### src/hdl/ifct_pkg.sv
package ifct_pkg;

  localparam int unsigned AW = 8;
  localparam int unsigned DW = 32;

  // Register byte addresses.
  localparam logic [7:0] ADDR_FIFO_LEN = 8'h18;
  localparam logic [7:0] ADDR_RX_CNT   = 8'h20;
  localparam logic [7:0] ADDR_TX_CTL   = 8'h24;
  localparam logic [7:0] ADDR_DATA     = 8'h28;
  localparam logic [7:0] ADDR_ISTAT    = 8'h2c;
  localparam logic [7:0] ADDR_IMASK    = 8'h30;
  localparam logic [7:0] ADDR_CTRL     = 8'h34;

  // Field positions.
  localparam int unsigned RX_LVL_LSB   = 8;
  localparam int unsigned RX_CNT_W     = 8;
  localparam int unsigned TX_THD_LSB   = 8;
  localparam int unsigned TX_THD_W     = 4;
  localparam int unsigned TX_FLUSH_BIT = 7;
  localparam int unsigned TX_DEPTH_LSB = 8;
  localparam int unsigned CTRL_OPEN_RD = 0;

  // Interrupt status bits.
  localparam int unsigned IRQ_TX_THD  = 0;
  localparam int unsigned IRQ_LOCKOUT = 1;
  localparam int unsigned IRQ_RX_DONE = 2;
  localparam int unsigned IRQ_W       = 3;

  // FIFO shape and reset values.
  localparam int unsigned FIFO_DEPTH = 8;
  localparam int unsigned FIFO_CW    = 4;
  localparam int unsigned BYTE_W     = 8;
  localparam logic [7:0]  DEPTH_CODE = 8'h08;
  localparam logic [7:0]  RX_CNT_RST = 8'h01;
  localparam logic [3:0]  TX_THD_RST = 4'h0;
  localparam logic [8:0]  RX_LEN_MAX = 9'h100;

endpackage : ifct_pkg

### src/hdl/ifct_fifo.sv
`timescale 1ns/100ps
module ifct_fifo #(
  parameter int unsigned W  = 8,
  parameter int unsigned D  = 8,
  parameter int unsigned CW = 4
) (
  // Clock and reset.
  input  wire logic          pclk,
  input  wire logic          presetn,
  // Discard all contents.
  input  wire logic          flush,
  // Fill side.
  input  wire logic          wr_valid,
  output logic               wr_ready,
  input  wire logic [W-1:0]  wr_data,
  // Drain side.
  output logic               rd_valid,
  input  wire logic          rd_ready,
  output logic [W-1:0]       rd_data,
  // Fill level.
  output logic [CW-1:0]      count
);

  localparam int unsigned PW = $clog2(D);

  logic [W-1:0]  mem [D];
  logic [PW-1:0] wr_ptr;
  logic [PW-1:0] rd_ptr;
  logic          do_wr;
  logic          do_rd;

  assign wr_ready = (count != CW'(D)) && !flush;
  assign rd_valid = (count != '0) && !flush;
  assign do_wr    = wr_valid && wr_ready;
  assign do_rd    = rd_valid && rd_ready;
  assign rd_data  = mem[rd_ptr];

  always_ff @(posedge pclk) begin
    if (do_wr) begin
      mem[wr_ptr] <= wr_data;
    end
  end

  always_ff @(posedge pclk or negedge presetn) begin
    if (!presetn) begin
      wr_ptr <= '0;
      rd_ptr <= '0;
      count  <= '0;
    end else if (flush) begin
      wr_ptr <= '0;
      rd_ptr <= '0;
      count  <= '0;
    end else begin
      wr_ptr <= wr_ptr + PW'(do_wr);
      rd_ptr <= rd_ptr + PW'(do_rd);
      count  <= count + CW'(do_wr) - CW'(do_rd);
    end
  end

endmodule : ifct_fifo

### src/hdl/ifct_ctrl.sv
`timescale 1ns/100ps
// Notes on behaviour
// - The receive count register shows in bits 11:8 how many bytes the receive FIFO holds, 0 to 8.
// - Bits 7:0 of the receive count register give the controller read length, 1 to 256, with 0 meaning 256.
// - The read length resets to one.
// - The read length is ignored while interactive receive mode is enabled, which allows unlimited reads.
// - The transmit threshold flag is set whenever the transmit FIFO holds no more bytes than the 4-bit level.
// - Writing one to transmit flush bit 7 discards every byte in the transmit FIFO.
// - The transmit flush bit returns to zero when the flush is done, so zero means no flush in progress.
// - While the transmit lockout flag is set the flush bit reads one and the transmit FIFO stays flushed.
// - A lockout event from the protocol engine flushes the transmit FIFO, locks it and sets the lockout flag.
// - Read-only depth fields report 8-byte receive and transmit FIFOs.
module ifct_ctrl
  import ifct_pkg::*;
(
  // APB clock and reset.
  input  wire logic                    pclk,
  input  wire logic                    presetn,
  // APB slave.
  input  wire logic                    psel,
  input  wire logic                    penable,
  input  wire logic                    pwrite,
  input  wire logic [ifct_pkg::AW-1:0] paddr,
  input  wire logic [ifct_pkg::DW-1:0] pwdata,
  output logic      [ifct_pkg::DW-1:0] prdata,
  output logic                         pready,
  output logic                         pslverr,
  // Interrupt.
  output logic                         irq,
  // Transmit bytes towards the protocol engine.
  output logic                         tx_valid,
  input  wire logic                    tx_ready,
  output logic [ifct_pkg::BYTE_W-1:0]  tx_data,
  // Received bytes from the protocol engine.
  input  wire logic                    rx_valid,
  output logic                         rx_ready,
  input  wire logic [ifct_pkg::BYTE_W-1:0] rx_data,
  // Controller read sequencing.
  input  wire logic                    rd_start,
  output logic                         rx_ack_next,
  // Lockout request from the protocol engine.
  input  wire logic                    lockout_event
);

  import ifct_pkg::*;

  // Bus decode.
  wire setup_ph = psel && !penable;
  wire acc_ph   = psel && penable;
  wire wr_acc   = acc_ph && pwrite;
  wire rd_setup = setup_ph && !pwrite;

  wire hit_len   = (paddr == ADDR_FIFO_LEN);
  wire hit_rxcnt = (paddr == ADDR_RX_CNT);
  wire hit_txctl = (paddr == ADDR_TX_CTL);
  wire hit_data  = (paddr == ADDR_DATA);
  wire hit_istat = (paddr == ADDR_ISTAT);
  wire hit_imask = (paddr == ADDR_IMASK);
  wire hit_ctrl  = (paddr == ADDR_CTRL);
  wire hit_any   = hit_len | hit_rxcnt | hit_txctl | hit_data | hit_istat | hit_imask | hit_ctrl;

  wire wr_rxcnt = wr_acc && hit_rxcnt;
  wire wr_txctl = wr_acc && hit_txctl;
  wire wr_data  = wr_acc && hit_data;
  wire wr_istat = wr_acc && hit_istat;
  wire wr_imask = wr_acc && hit_imask;
  wire wr_ctrl  = wr_acc && hit_ctrl;

  // Software-visible state.
  logic [RX_CNT_W-1:0] rx_len;
  logic [TX_THD_W-1:0] tx_thd;
  logic                flush_pend;
  logic                open_rd_en;
  logic [IRQ_W-1:0]    istat;
  logic [IRQ_W-1:0]    imask;
  logic [8:0]          rx_got;
  logic                pslverr_q;

  // FIFO wiring.
  logic [FIFO_CW-1:0]  tx_count;
  logic [FIFO_CW-1:0]  rx_count;
  logic                rx_rd_valid;
  logic [BYTE_W-1:0]   rx_rd_data;
  logic [BYTE_W-1:0]   tx_fifo_data;

  wire lockout      = istat[IRQ_LOCKOUT];
  wire tx_flush     = flush_pend || lockout || lockout_event;
  wire flush_status = flush_pend || lockout;

  // Transmit data enters through the data register; writes are dropped when full or locked.
  wire tx_push = wr_data && !lockout;
  // Receive data leaves through the data register, popped as the read is captured.
  wire rx_pop  = rd_setup && hit_data;

  ifct_fifo #(
    .W  (BYTE_W),
    .D  (FIFO_DEPTH),
    .CW (FIFO_CW)
  ) u_tx_fifo (
    .pclk     (pclk),
    .presetn  (presetn),
    .flush    (tx_flush),
    .wr_valid (tx_push),
    .wr_ready (),
    .wr_data  (pwdata[BYTE_W-1:0]),
    .rd_valid (tx_valid),
    .rd_ready (tx_ready),
    .rd_data  (tx_fifo_data),
    .count    (tx_count)
  );

  ifct_fifo #(
    .W  (BYTE_W),
    .D  (FIFO_DEPTH),
    .CW (FIFO_CW)
  ) u_rx_fifo (
    .pclk     (pclk),
    .presetn  (presetn),
    .flush    (1'b0),
    .wr_valid (rx_valid),
    .wr_ready (rx_ready),
    .wr_data  (rx_data),
    .rd_valid (rx_rd_valid),
    .rd_ready (rx_pop),
    .rd_data  (rx_rd_data),
    .count    (rx_count)
  );

  assign tx_data = tx_fifo_data;

  // Controller read length and acknowledge decision.
  wire [8:0] rx_target = (rx_len == '0) ? RX_LEN_MAX : {1'b0, rx_len};
  wire       rx_take   = rx_valid && rx_ready;
  wire       last_byte = ((rx_got + 9'h001) == rx_target);
  assign rx_ack_next = open_rd_en || !last_byte;

  // Events.
  wire ev_tx_thd  = (FIFO_CW'(tx_thd) >= tx_count);
  wire ev_lockout = lockout_event;
  wire ev_rx_done = rx_take && last_byte && !open_rd_en;
  wire [IRQ_W-1:0] ev_vec = {ev_rx_done, ev_lockout, ev_tx_thd};

  // Status: an event in the clearing cycle wins over the clear.
  wire [IRQ_W-1:0] istat_clr  = wr_istat ? pwdata[IRQ_W-1:0] : '0;
  wire [IRQ_W-1:0] next_istat = (istat & ~istat_clr) | ev_vec;

  assign irq = |(istat & imask);

  // Read mux.
  logic [DW-1:0] rd_mux;
  always_comb begin
    rd_mux = '0;
    if (hit_len) begin
      rd_mux[TX_DEPTH_LSB +: BYTE_W] = DEPTH_CODE;
      rd_mux[7:0]               = DEPTH_CODE;
    end
    if (hit_rxcnt) begin
      rd_mux[RX_LVL_LSB +: FIFO_CW] = rx_count;
      rd_mux[RX_CNT_W-1:0]          = rx_len;
    end
    if (hit_txctl) begin
      rd_mux[TX_THD_LSB +: TX_THD_W] = tx_thd;
      rd_mux[TX_FLUSH_BIT]           = flush_status;
    end
    if (hit_data) begin
      rd_mux[BYTE_W-1:0] = rx_rd_valid ? rx_rd_data : '0;
    end
    if (hit_istat) begin
      rd_mux[IRQ_W-1:0] = istat;
    end
    if (hit_imask) begin
      rd_mux[IRQ_W-1:0] = imask;
    end
    if (hit_ctrl) begin
      rd_mux[CTRL_OPEN_RD] = open_rd_en;
    end
  end

  // Bus answer: data captured in setup, answered in the first access cycle.
  assign pready  = 1'b1;
  assign pslverr = pslverr_q && acc_ph;

  always_ff @(posedge pclk or negedge presetn) begin
    if (!presetn) begin
      prdata    <= '0;
      pslverr_q <= 1'b0;
    end else if (setup_ph) begin
      prdata    <= pwrite ? '0 : rd_mux;
      pslverr_q <= !hit_any;
    end
  end

  // Configuration registers.
  always_ff @(posedge pclk or negedge presetn) begin
    if (!presetn) begin
      rx_len  <= RX_CNT_RST;
      tx_thd  <= TX_THD_RST;
      imask   <= '0;
      open_rd_en <= 1'b0;
    end else begin
      if (wr_rxcnt) begin
        rx_len <= pwdata[RX_CNT_W-1:0];
      end
      if (wr_txctl) begin
        tx_thd <= pwdata[TX_THD_LSB +: TX_THD_W];
      end
      if (wr_imask) begin
        imask <= pwdata[IRQ_W-1:0];
      end
      if (wr_ctrl) begin
        open_rd_en <= pwdata[CTRL_OPEN_RD];
      end
    end
  end

  // Flush request: set by a written one, cleared the cycle after the FIFO emptied.
  wire next_flush_pend = wr_txctl ? pwdata[TX_FLUSH_BIT] : 1'b0;

  always_ff @(posedge pclk or negedge presetn) begin
    if (!presetn) begin
      flush_pend <= 1'b0;
      istat      <= '0;
    end else begin
      flush_pend <= next_flush_pend || (flush_pend && (tx_count != '0));
      istat      <= next_istat;
    end
  end

  // Bytes received in the current controller read.
  always_ff @(posedge pclk or negedge presetn) begin
    if (!presetn) begin
      rx_got <= '0;
    end else if (rd_start) begin
      rx_got <= '0;
    end else if (rx_take) begin
      rx_got <= last_byte ? '0 : rx_got + 9'h001;
    end
  end

endmodule : ifct_ctrl

### config.mk
export PLATFORM = sky130hd
export DESIGN_NAME = ifct_ctrl
export DESIGN_NICKNAME = d
export VERILOG_FILES = /design/src/hdl/ifct_pkg.sv /design/src/hdl/ifct_fifo.sv /design/src/hdl/ifct_ctrl.sv
export SDC_FILE = /design/constraint.sdc
export NUM_CORES = 1
export LEC_CHECK = 0
export CAP_MARGIN = 30
export CORE_MARGIN = 1.5
export CORE_UTILIZATION = 35
export DETAILED_ROUTE_END_ITERATION = 10
export DONT_BUFFER_PORTS = 1
export SKIP_CTS_REPAIR_TIMING = 1
export SYNTH_ARGS = -nofsm -noshare
export SYNTH_HDL_FRONTEND = slang
export SYNTH_SLANG_ARGS = --single-unit
### constraint.sdc
create_clock -name pclk -period 2.4 [get_ports pclk]
set_input_delay 0.36 -clock pclk [delete_from_list [all_inputs] [get_ports pclk]]
set_output_delay 0.36 -clock pclk [all_outputs]
set_load 0.05 [all_outputs]
==> reports/qor.txt <==
==========================================================================================
Yosys synthesis warning count                                                            0
Clock latency reported for the late side of the worst-skew pair                    0.42 ns
Avg Vias per Cell                                                                     4.99
Cell row count                                                                          57
Share of synthesized flip-flops with an asynchronous set or reset                    32.6%
Total length of routed wires                                                      17900 um
Count of final hold-check violations                                                     0
Number of DRC violations after detailed-routing iteration 0                            241
Synthesized-area fraction occupied by adder cells                                    4.08%
Register bit count reported by yosys                                                   190
Proportion of synthesized chip area in sequential cells                              62.4%
Worst slew margin                                                                    39.3%
Post-synthesis xor/xnor area fraction                                                1.94%
Critical path peak fanout                                                                6
Simple-gate share of the synthesized area                                            8.46%
Highest Clock Rate                                                                 386 MHz
Number of flops mapped to enable cells by yosys                                        128
Post-Synthesis Cell Area                                                         8650 um^2
Clock edge transition at the registers on the reported setup and hold paths        0.08 ns
Initial cell density of the core                                                     35.7%
Highest-count cells in the layout ignoring fill and taps                      edfxtp_1, dfrtp_1, buf_4
Remaining design rule violation count                                                    0
Static power due to leakage                                                        3.69 nW
Fraction of the mapped netlist area in compound gates                                6.21%
Data required, critical path                                                       2.04 ns
Worst flop-to-flop path startpoint                                            u_rx_fifo.count[2]
Number of library cell types mapped by synthesis                                        63
Final sum of negative setup slack                                                -0.188 ns
Final setup violation count                                                              1
Remaining global-route overflow                                                          0
Number of global-route vias before repair                                             5150
Number of antenna violations at the first check in global routing                        0
Violated checks                                                               negative setup slack
Capturing instance or port of the critical path                                rx_ack_next
Reg2reg setup slack                                                                0.15 ns
Areal power density over the cells                                             761 nW/um^2
Final worst setup slack                                                          -0.188 ns
Most common cell after layout, fill and taps aside                                edfxtp_1
Start point of the worst min-delay path                                          pwdata[4]
Die width                                                                           160 um
Buffer depth of the longest clock path                                                   2
First element of the critical path                                               rx_got[1]
Max H-tree Level                                                                         4
Post-synthesis instance total                                                          582
Area of the die                                                                 25700 um^2
CTS Buf Count                                                                           17
Clock tree from TritonCTS                                                            built
Setup clock skew after layout                                                    0.0139 ns
Worst min-delay path class                                                          in2reg
Maximum vdd drop                                                                  0.569 mV
Final period utilization                                                              108%
Top-level I/O count                                                                    103
Mux contribution to synthesized area                                                 13.0%
Global routing usage summed across all routing layers                                14.4%
Number of maximum-capacitance constraint violations                                      0
Number of iterations in the first detailed-routing pass                                  4
Dominant combinational cell family by area after synthesis                    multiplexers
Num Clock Sinks                                                                        190
Root cell of the clock tree                                                      clkbuf_16
Wire length of the first global-routing pass                                      28500 um
Overall die height                                                                  160 um
Worst EP arrival                                                                   2.23 ns
WHS                                                                              0.0267 ns
Worst-Margin Slew                                                                 0.908 ns
Final Wtd Congestion                                                                 0.868
Largest net degree at the start of global routing                                       63
Worst slack at placement                                                         0.0553 ns
Element type at the critical path end                                         primary output
Final max-slew violation count                                                           0
Fraction of final layout cells sized beyond drive strength 1                         29.8%
Startpoint types                                                                 flip-flop
Total vias in the final route                                                         4829
Inserted Diodes                                                                          0
Number of I/O port buffers                                                               0
Capture point of the worst reg-to-reg path                                    u_rx_fifo.count[2]
Syn_area_per_cell                                                                14.9 um^2
Core area                                                                       24200 um^2
Unrepaired setup endpoints after global routing                                       true
Synthesis-to-finish area growth                                                      17.1%
Count of antenna-violating nets left after detailed routing                              0
Share of the core filled with cells in the final layout                              41.8%
Cell count of the worst reg-to-reg path                                                 10
Routed wirelength normalized by instance count                                     18.4 um
Final min period                                                                   2.59 ns
Class of the most critical setup path                                              reg2out
Number of nets at the end of the flow                                                  715
Synth Flop Type                                                                   edfxtp_1
Detailed Place HPWL                                                               12800 um
Status                                                                        complete, but fails checks
==========================================================================================
[how the worst min path moves through the flow]
| stage | depth (start not counted) | slack (ns) | to |
|---|---|---|---|
| floorplan | 0 | 0.06 | flush_pend |
| global placement | 0 | 0.07 | u_rx_fifo.wr_ptr[1] |
| detailed placement | 0 | 0.07 | u_rx_fifo.wr_ptr[1] |
| CTS | 0 | -0.39 | u_rx_fifo.wr_ptr[1] |
| global route | 0 | 0.0002 | u_tx_fifo.mem[7][4] |
| finish | 0 | 0.03 | u_tx_fifo.mem[0][4] |
[critical path, stage by stage (launching register included)]
cell	delay, ns
dfrtp_1	0.39
buf_4	0.15
nand3_4	0.09
or3_4	0.39
o31a_1	0.30
a21oi_2	0.12
nand3b_1	0.15
buf_6	0.20
[power by group]
part	switching [W]	leakage, nW	internal [W]	total [W]
logic	0.000552	1.42	0.000408	0.000960
registers	0.000159	1.98	0.00376	0.00392
clock network	0.00134	0.293	0.00149	0.00283
[layer usage]
| metal | vias up | share of wire (%) | GRT usage [%] |
|---|---|---|---|
| met2 | 101 | 52 | 25.4 |
| met4 | 0 | 1.7 | 4.76 |
| met5 | - | 0 | 0 |
| met1 | 2446 | 40 | 16.6 |
| li1 | 2261 | - | - |
| met3 | 21 | 5.9 | 4.39 |
[Yosys cell counts, types with 6 or more instances]
master      n  share of area, %
ha_1       25               3.6
nor2_1     39               1.7
o21ai_0    14              0.81
xnor2_1    11               1.1
mux2i_1    13               1.5
buf_4      22               1.9
mux4_2     32               8.3
nand2b_1    6              0.43
nand3_1     9              0.52
clkbuf_1   16              0.69
nand2_1    26               1.1
inv_1      19              0.82
a21o_1      6              0.52
dfrtp_1    61                18
nor3_1     12              0.69
mux2_2     24               3.1
and2_1      8              0.58
edfxtp_1  128                44
a21oi_1    20               1.2
[kinds of logic (layout without fill, tap and decap cells)]
kind of cell    after synthesis  count (layout)
mux                          69              69
fa+ha+maj                    27              27
xor+xnor                     17              17
compound gates               75              75
other cells                   2              21
buf+inv                      65             108
flops                       190             190
simple gates                137             137
[final cells by class]
cell class / count / area (um^2)
fill: 2241 / 14100
sequential: 190 / 5400
multi-input combinational: 346 / 3170
timing repair buffer: 56 / 490
clock buffer: 17 / 425
tap: 324 / 405
inverter: 20 / 76.3
clock inverter: 15 / 166
[per-stage QoR]
stage / power, W / instance area, um^2 / instances
2_1_floorplan: 0.00458 / 8830 / 601
3_3_place_gp: 0.00479 / 9360 / 928
3_5_place_dp: 0.00485 / 9360 / 928
4_1_cts: 0.00769 / 9950 / 960
5_1_grt: 0.00803 / 10100 / 968
6_report: 0.00771 / 10100 / 968
[state kept, by name (all words and copies together) (netlist names), 4 cells and up]
register	cells
u_tx_fifo.mem	64
u_rx_fifo.mem	64
prdata	12
rx_got	9
tx_thd	4
u_rx_fifo.count	4
rx_len	8
u_tx_fifo.count	4
Note: power is estimated with default switching activity, not from simulation.
